[config.mk]
export PLATFORM = sky130hd
export DESIGN_NAME = waveform_shutdown_override
export DESIGN_NICKNAME = d
export VERILOG_FILES = /design/src/override_pin_drive.v /design/src/waveform_shutdown_override.v
export VERILOG_INCLUDE_DIRS = /design/src
export SDC_FILE = /design/constraint.sdc
export NUM_CORES = 1
export LEC_CHECK = 0
export BUFFER_PORTS_ARGS = -buffer_cell sky130_fd_sc_hd__buf_4
export CAP_MARGIN = 20
export CORE_UTILIZATION = 40
export CTS_BUF_LIST = sky130_fd_sc_hd__clkbuf_16
export DETAILED_ROUTE_END_ITERATION = 10
export PLACE_DENSITY = 0.74
export SLEW_MARGIN = 30
export SYNTH_ARGS = -nofsm -noshare
export SYNTH_HDL_FRONTEND = slang
export SYNTH_HIERARCHICAL = 1
export SYNTH_SLANG_ARGS = --single-unit
export TNS_END_PERCENT = 20
[constraint.sdc]
create_clock -name i_sys_clk -period 2.5 [get_ports i_sys_clk]
set_input_delay 0.25 -clock i_sys_clk [delete_from_list [all_inputs] [get_ports i_sys_clk]]
set_output_delay 0.25 -clock i_sys_clk [all_outputs]
set_load 0.01 [all_outputs]
[src/shutdown_override_regs.vh]
// constants for the shutdown override and input select block
// assumes inclusion by bare name from the design files
`ifndef SHUTDOWN_OVERRIDE_REGS_VH
`define SHUTDOWN_OVERRIDE_REGS_VH

// ----------------------------------------
// register map (byte addresses)
// ----------------------------------------
`define ADDR_LEVEL_SELECT   4'h0
`define ADDR_STATUS         4'h4
`define ADDR_W              4

// ----------------------------------------
// fields of level/select register
// ----------------------------------------
`define LVL_B_HI            7
`define LVL_B_LO            6
`define LVL_A_HI            5
`define LVL_A_LO            4
`define SEL_HI              1
`define SEL_LO              0
`define LEVEL_SELECT_MASK   8'hf3
`define LEVEL_SELECT_RST    8'h00

// ----------------------------------------
// override codes and input codes
// ----------------------------------------
`define LVL_HIGH            2'h3
`define LVL_LOW             2'h2
`define LVL_TRISTATE        2'h1
`define LVL_INACTIVE        2'h0
`define SRC_PWM2            2'h3
`define SRC_PWM1            2'h2
`define SRC_CMP2            2'h1
`define SRC_CMP1            2'h0

// ----------------------------------------
// dead-band default, cycles
// ----------------------------------------
`define DEADBAND_CYCLES     8'h04

`endif

[src/override_pin_drive.v]
// one output pin drive stage under shutdown override
// assumes shutdown and resume are already resolved by the caller
`include "shutdown_override_regs.vh"

module override_pin_drive #(
  parameter DB_W = 8
) (
  input  wire            i_sys_clk,
  input  wire            i_srst,
  input  wire            i_override,
  input  wire [1:0]      i_level,
  input  wire            i_polarity,
  input  wire            i_wave,
  input  wire [DB_W-1:0] i_deadband,
  output reg             o_pin,
  output reg             o_pin_oe
);

  reg [DB_W-1:0] db_cnt_r;
  reg            db_done_r;

  // ----------------------------------------
  // dead-band timer for inactive level
  // ----------------------------------------
  always @(posedge i_sys_clk) begin
    if (i_srst || !i_override) begin
      db_cnt_r  <= {DB_W{1'b0}};
      db_done_r <= 1'b0;
    end else if (db_cnt_r >= i_deadband) begin
      db_done_r <= 1'b1;
    end else begin
      db_cnt_r <= db_cnt_r + {{(DB_W-1){1'b0}}, 1'b1};
    end
  end

  // ----------------------------------------
  // pin drive
  // ----------------------------------------
  always @(posedge i_sys_clk) begin
    if (i_srst) begin
      o_pin    <= 1'b0;
      o_pin_oe <= 1'b0;
    end else if (!i_override) begin
      o_pin    <= i_wave ^ i_polarity;
      o_pin_oe <= 1'b1;
    end else begin
      case (i_level)
        `LVL_HIGH: begin
          o_pin    <= 1'b1;
          o_pin_oe <= 1'b1;
        end
        `LVL_LOW: begin
          o_pin    <= 1'b0;
          o_pin_oe <= 1'b1;
        end
        `LVL_TRISTATE: begin
          o_pin    <= 1'b0;
          o_pin_oe <= 1'b0;
        end
        default: begin
          // hold running level until dead-band ends, then inactive
          if (db_done_r)
            o_pin <= i_polarity;
          else
            o_pin <= i_wave ^ i_polarity;
          o_pin_oe <= 1'b1;
        end
      endcase
    end
  end

endmodule // override_pin_drive

[src/waveform_shutdown_override.v]
// shutdown override levels and input source select with wishbone slave
// assumes shutdown flag, polarities and sources synchronous to i_sys_clk
//
// Contract
// - Override levels apply while the shutdown-active flag is set and until the post-shutdown hold clears.
// - B level 11 in shutdown drives B high regardless of B polarity.
// - B level 10 in shutdown drives B low regardless of B polarity.
// - B level 00 in shutdown drives B inactive after dead-band, polarity applied.
// - A level 11 in shutdown drives A high regardless of A polarity.
// - A level 10 in shutdown drives A low regardless of A polarity.
// - Level 01 in shutdown tri-states the corresponding output.
// - A level 00 in shutdown drives A inactive after dead-band, polarity applied.
// - Control bits 3 and 2 read zero and ignore writes.
// - After shutdown clears, overrides hold until the first input rising edge.
//
// The register offsets and register access over Wishbone are this design's own decisions.
`include "shutdown_override_regs.vh"

module waveform_shutdown_override #(
  parameter DB_W = 8
) (
  input  wire            i_sys_clk,
  input  wire            i_srst,
  input  wire            i_wb_cyc,
  input  wire            i_wb_stb,
  input  wire            i_wb_we,
  input  wire [3:0]      i_wb_adr,
  input  wire [3:0]      i_wb_sel,
  input  wire [31:0]     i_wb_dat,
  output reg  [31:0]     o_wb_dat,
  output reg             o_wb_ack,
  input  wire            i_shutdown_active_flag,
  input  wire            i_polarity_a,
  input  wire            i_polarity_b,
  input  wire [DB_W-1:0] i_deadband,
  input  wire            i_first_pwm_output,
  input  wire            i_second_pwm_output,
  input  wire            i_cmp1_async,
  input  wire            i_cmp2_async,
  output wire            o_output_a_pin,
  output wire            o_output_a_pin_oe,
  output wire            o_output_b_pin,
  output wire            o_output_b_pin_oe,
  output reg             o_override_active
);

  reg  [7:0] ctrl_r;
  reg        wave_r;
  reg        wave_prev_r;
  reg        hold_r;
  wire       wave_nxt;
  wire       wb_req;
  wire       override;

  // ----------------------------------------
  // input source select
  // ----------------------------------------
  function sel_src;
    input [1:0] code;
    input       p1, p2, c1, c2;
    begin
      case (code)
        `SRC_PWM2: sel_src = p2;
        `SRC_PWM1: sel_src = p1;
        `SRC_CMP2: sel_src = c2;
        default:   sel_src = c1;
      endcase
    end
  endfunction

  assign wave_nxt = sel_src(ctrl_r[`SEL_HI:`SEL_LO], i_first_pwm_output,
                            i_second_pwm_output, i_cmp1_async, i_cmp2_async);

  // ----------------------------------------
  // wishbone slave, one wait state
  // ----------------------------------------
  assign wb_req = i_wb_cyc && i_wb_stb && !o_wb_ack;

  always @(posedge i_sys_clk) begin
    if (i_srst) begin
      ctrl_r   <= `LEVEL_SELECT_RST;
      o_wb_ack <= 1'b0;
      o_wb_dat <= 32'h00000000;
    end else begin
      o_wb_ack <= wb_req;
      if (wb_req) begin
        if (i_wb_we && i_wb_sel[0] && i_wb_adr == `ADDR_LEVEL_SELECT)
          ctrl_r <= i_wb_dat[7:0] & `LEVEL_SELECT_MASK;
        case (i_wb_adr)
          `ADDR_LEVEL_SELECT: o_wb_dat <= {24'h000000, ctrl_r};
          `ADDR_STATUS:       o_wb_dat <= {30'h0, hold_r, o_override_active};
          default:            o_wb_dat <= 32'h00000000;
        endcase
      end
    end
  end

  // ----------------------------------------
  // shutdown hold until first rising edge
  // ----------------------------------------
  always @(posedge i_sys_clk) begin
    if (i_srst) begin
      wave_r            <= 1'b0;
      wave_prev_r       <= 1'b0;
      hold_r            <= 1'b0;
      o_override_active <= 1'b0;
    end else begin
      wave_r      <= wave_nxt;
      wave_prev_r <= wave_r;
      if (i_shutdown_active_flag)
        hold_r <= 1'b1;
      else if (wave_r && !wave_prev_r)
        hold_r <= 1'b0;
      o_override_active <= override;
    end
  end

  assign override = i_shutdown_active_flag || hold_r;

  // ----------------------------------------
  // pin stages
  // ----------------------------------------
  override_pin_drive #(.DB_W(DB_W)) u_drive_a (
    .i_sys_clk  (i_sys_clk),
    .i_srst     (i_srst),
    .i_override (override),
    .i_level    (ctrl_r[`LVL_A_HI:`LVL_A_LO]),
    .i_polarity (i_polarity_a),
    .i_wave     (wave_r),
    .i_deadband (i_deadband),
    .o_pin      (o_output_a_pin),
    .o_pin_oe   (o_output_a_pin_oe)
  );

  override_pin_drive #(.DB_W(DB_W)) u_drive_b (
    .i_sys_clk  (i_sys_clk),
    .i_srst     (i_srst),
    .i_override (override),
    .i_level    (ctrl_r[`LVL_B_HI:`LVL_B_LO]),
    .i_polarity (i_polarity_b),
    .i_wave     (~wave_r),
    .i_deadband (i_deadband),
    .o_pin      (o_output_b_pin),
    .o_pin_oe   (o_output_b_pin_oe)
  );

endmodule // waveform_shutdown_override

Word level (Yosys, flattened, before mapping) --
Cells that the tools add are included.
Operators by class: shifts and indexed selects 0, equality and inequality tests 10, add/sub/neg operators 2, divide/modulo/power cells 0, muxes and demuxes 14, reduce and logical (&&, ||, !) cells 15, $mul 0, bitwise gates (word level) 3, $lt $le $gt $ge 2
Operators with widths (count):
- adder 8 x 1 -> 8 bit (second input constant) | 2
- >= comparator 8 bit | 2
- case mux 8 bit (2 select lines) | 1
- equality test 2 bit (second input constant) | 6
- 2-to-1 mux 1 bit | 10
- equality test 2 x 1 -> 1 bit (second input constant) | 3
- logical AND 1 bit | 5
- equality test 4 x 3 -> 1 bit (second input constant) | 1
- logical NOT 4 bit | 1
- case mux 1 bit (2 select lines) | 2
- OR reduction 2 bit | 2
- logical NOT 1 bit | 3
- case mux 1 bit (3 select lines) | 1
- logical OR 1 bit | 2
- AND reduction 2 bit | 1
- nonzero test 2 bit | 1
- bitwise XOR 1 bit | 2
- inverter 1 bit | 1
Storage, ports and cells: bits in read-only memories 0, memories 0, logic and storage cells 61, output and inout port bits 38, bits in writable memories 0, bits in latches 0, register bits after elaboration 65

Logic depth before layout (Yosys ltp) --
depth after elaboration 5, gate-level depth with buffers 8, depth with buffers taken out 7

Hierarchy --
Netlist, hierarchy kept.
By module, submodules not included:
- override_pin_drive | seq. area each 220.2 um2, cells an instance 89, times used 2, area each 699.4 um2
- waveform_shutdown_override | seq. area each 340.3 um2, cells an instance 100, times used 1, area each 927.1 um2

Worst setup path before layout --
OpenSTA, ideal clock, no wires.
path kind reg2reg, from register u_drive_a.db_cnt_r[0], to register u_drive_a.db_cnt_r[5], data required time 2430 ps, slack 416 ps, stages on the path, launching flop included 9, arrival 2014 ps, clock period less this slack 2084 ps, buffers on the path 1, path through dfxtp_1 -> inv_1 -> ha_1 -> nand2b_4 -> a2111o_1 -> a31o_1 -> buf_6 -> or3_1 -> a21oi_1
On the way: cells in the longest elaborated chain, start to end 1, elaborated cells between the ends (all ways) 2, classes of those cells 1 x add/sub; 1 x order compare
RTL lines:
- from (decl) | line override_pin_drive.v:19 | reg [DB_W-1:0] db_cnt_r;
- from (signal assigned) | line override_pin_drive.v:27 | db_cnt_r <= {DB_W{1'b0}};
- from (signal assigned) | line override_pin_drive.v:32 | db_cnt_r <= db_cnt_r + {{(DB_W-1){1'b0}}, 1'b1};
- adder 8 x 1 -> 8 bit / >= comparator 8 bit (equally long branches) | line override_pin_drive.v:32, override_pin_drive.v:29
Parallel ways exist; a longest one is shown, timed or not. A chain may end at the register's enable or synchronous reset.

Worst setup path after layout --
from register u_drive_b.db_cnt_r[0], to register u_drive_b.db_cnt_r[4]
On the way: cells in the longest elaborated chain, start to end 1, elaborated cells between the ends (all ways) 2, classes of those cells 1 x add/sub; 1 x order compare
RTL lines (line):
- from (decl) | override_pin_drive.v:19
- from (signal assigned) | override_pin_drive.v:27
- from (signal assigned) | override_pin_drive.v:32
- adder 8 x 1 -> 8 bit / >= comparator 8 bit (equally long branches) | override_pin_drive.v:32, override_pin_drive.v:29
Parallel ways exist; a longest one is shown, timed or not.

==> run_results.csv <==
group,metric,value,unit
min_path,hold_start,"i_shutdown_active_flag",
power,power.density,594,nW/um^2
final_layout,final_cells,391,
synthesis,yosysWarnings,6,
timing,fin_setup_tns,0,ps
timing,rsz0062_at_grt,"no",
clocking,cts_buffers,5,
grt,grt_overflow,0,
route,wl_per_cell,11.2,um
synthesis,ys.flop_type,"dfxtp_1",
power,power_leakage,1.23,nW
setup_path,cp.required,2710,ps
floorplanning,die_w,78.3,um
setup_path,path_max_fanout,12,
placement,io_buffers,42,
setup_path,cp.arrival,2430,ps
floorplanning,coreArea,5540,um^2
synthesis,synth_edf_count,0,
clocking,clockRootBuffer,"clkbuf_16",
synthesis,async_flop_share,0,%
floorplanning,die_y,78.3,um
clocking,clk_latency,280,ps
setup_path,end_kind,"flop",
timing,drv_slew,0,
grt,grt_max_degree,34,
final_layout,final_layout_size_suffix_gt1_share,17.6,%
final_layout,finish.instance_area,2770,um^2
final_layout,num-fill-cells,551,
route,drt_wl_total,4390,um
grt,grtUsageTotal,15.7,%
placement,post-dp-hpwl,3300,um
grt,first_global_vias,1797,
clocking,cts_hold_buf,0,
power,p_int,1.29,mW
synthesis,syn-cell-area,2330,um^2
synthesis,yosys.cell_count.top_type,"dfxtp_1",
timing,finalSetupViolCount,0,
synthesis,netlist_instances,278,
placement,globalplace.congestion,0.757,
power,p_seq_share,39.3,%
clocking,h-tree-depth,2,
timing,hold_viol,0,
floorplanning,dieArea,6120,um^2
setup_path,startpoint,"u_drive_b/db_cnt_r[0]",
power,clkPwrFrac,50.2,%
final_layout,area_growth,19.1,%
clocking,cts_tree,"yes",
synthesis,synthDistinctLibCells,36,
setup_path,critPathKind,"flop to flop",
clocking,cts.sinks,39,
synthesis,ys_seq_area_share,33.6,%
setup_path,worstReg2RegStart,"u_drive_b/db_cnt_r[0]",
final_layout,nets,396,
synthesis,synth_top_area_share,33.6,%
synthesis,yosys.area.top_type,"dfxtp_1",
route,drt-initial-drc-count,71,
flow_run,drv_cap,0,
power,netSwitchingPower,0.356,mW
route,postRouteAntennaNets,0,
clocking,cts_setup_buffers,0,
clocking,ctsResizeCount,0,
synthesis,synth_commonest_cells,"dfxtp_1 (39), buf_4 (26), nand2_1 (26), a21oi_1 (24), inv_1 (20)",
setup_path,r2r_setup_slack,280,ps
clocking,clk_pin_slew,60,ps
floorplanning,io_pins,98,
run_status,outcome,"complete, no violations",
final_layout,final_util,50.0,%
synthesis,synth.area.top_cells,"dfxtp_1 (34%), ha_1 (9.7%), buf_4 (8.4%)",
timing,fin_crit_sh,88.9,%
final_layout,antenna_cells,0,
grt,antenna_found_initial,0,
grt,grt_pass1_wl,7620,um
timing,finalCriticalPeriod,2220,ps
min_path,min-delay-path-class,"input pin to flop",
synthesis,synth-seq-cells,39,
route,vias,1932,
floorplanning,start_util,42.0,%
timing,finClkSkew,3.65,ps
route,drc,0,
floorplanning,rows,27,
placement,place_area,2580,um^2
power,switching_share,21.6,%
placement,dp.cells,383,
timing,fmax,450,MHz
route,vias_per_cell,4.94,
route,first_pass_iters,6,
power,peakVddDrop,316,uV
power,combPwrFrac,10.4,%
setup_path,start_kind,"flop",
synthesis,synth_area_per_cell,8.37,um^2
clocking,clock_path_buffers,2,
[power by group through the flow]
stage / Sequential [mW] / Combinational, mW / Clock, mW
final: 0.648 / 0.172 / 0.827
after global routing: 0.649 / 0.195 / 0.872
after CTS: 0.648 / 0.173 / 0.842
after detailed placement: 0.661 / 0.172 / 0
after global placement: 0.661 / 0.168 / 0
after floorplan: 0.662 / 0.132 / 0
[state kept, by name, summed over array words and instances (netlist names)]
signal               flops
wave_prev_r              1
o_wb_dat                 6
wave_r                   1
u_drive_b/db_cnt_r       8
u_drive_a/o_pin_oe       1
u_drive_a/db_cnt_r       8
ctrl_r                   6
u_drive_b/o_pin_oe       1
u_drive_b/db_done_r      1
u_drive_a/o_pin          1
o_wb_ack                 1
u_drive_a/db_done_r      1
o_override_active        1
u_drive_b/o_pin          1
hold_r                   1
[routing by layer]
metal / track usage (%) / part of all wire, % / wire, um
met5: 0 / 0 / 0
met4: 4.44 / 1.2 / 51
met3: 6.28 / 7.9 / 348
met2: 26.3 / 45 / 1990
met1: 18.3 / 45 / 2000
[worst paths after layout]
check,to,depth (start not counted)
max,u_drive_b/db_cnt_r[4],7
min,hold_r,2
max reg2reg,u_drive_b/db_cnt_r[4],7
min reg2reg,hold_r,1
[cells in the final DEF, fill, tap and decap left out, types with 3 or more instances in the layout]
cell type	Yosys	layout
nand2b_1	16	16
buf_4	26	42
nand4b_1	4	4
dfxtp_1	39	39
a31oi_1	4	4
inv_1	20	20
nor2b_1	3	3
o21ai_0	16	16
conb_1	1	26
mux2i_1	6	6
nand3b_1	3	3
nand3_1	12	12
ha_1	18	18
a21oi_1	24	24
nand2_1	26	26
clkbuf_16	0	5
nor2_1	16	16
or3_1	10	10
[cell type report]
class	instances	area (um^2)	share of cell area [%]
multi-input cells	210	1320	47.5
clock inverters	3	67.6	2.44
repair buffers	42	315	11.4
clock buffers	5	125	4.52
well taps	72	90.1	3.25
flip-flops and latches	39	781	28.2
inverters	20	75.1	2.71
[cells by family (layout without fill, tap and decap cells)]
family / count (synthesis) / in the layout / share of synthesized area [%]
AO/OA/AOI/OAI: 53 / 53 / 13.2
XOR/XNOR: 4 / 4 / 1.51
adder cells (fa/ha/maj): 18 / 18 / 9.68
buffers and inverters: 54 / 70 / 13.9
flip-flops: 39 / 39 / 33.6
multiplexers: 7 / 7 / 3.55
other: 1 / 26 / 0.161
AND/OR/NAND/NOR: 102 / 102 / 24.5
[through the flow]
step,setup WS (ps),power [mW],hold slack [ps]
2_1_floorplan,416,0.794,319
3_3_place_gp,348,0.829,430
3_5_place_dp,307,0.833,438
4_1_cts,268,1.66,206
5_1_grt,157,1.72,202
6_report,277,1.65,209
[worst max-delay path, stage by stage, from the launching register on]
cell and delay, ps:
dfxtp_1 390, inv_1 60, ha_1 260, nand2b_4 130, a2111o_1 420, a31o_1 340
or3_1 390, a21oi_1 150
Power figures use the tool's default switching activity.
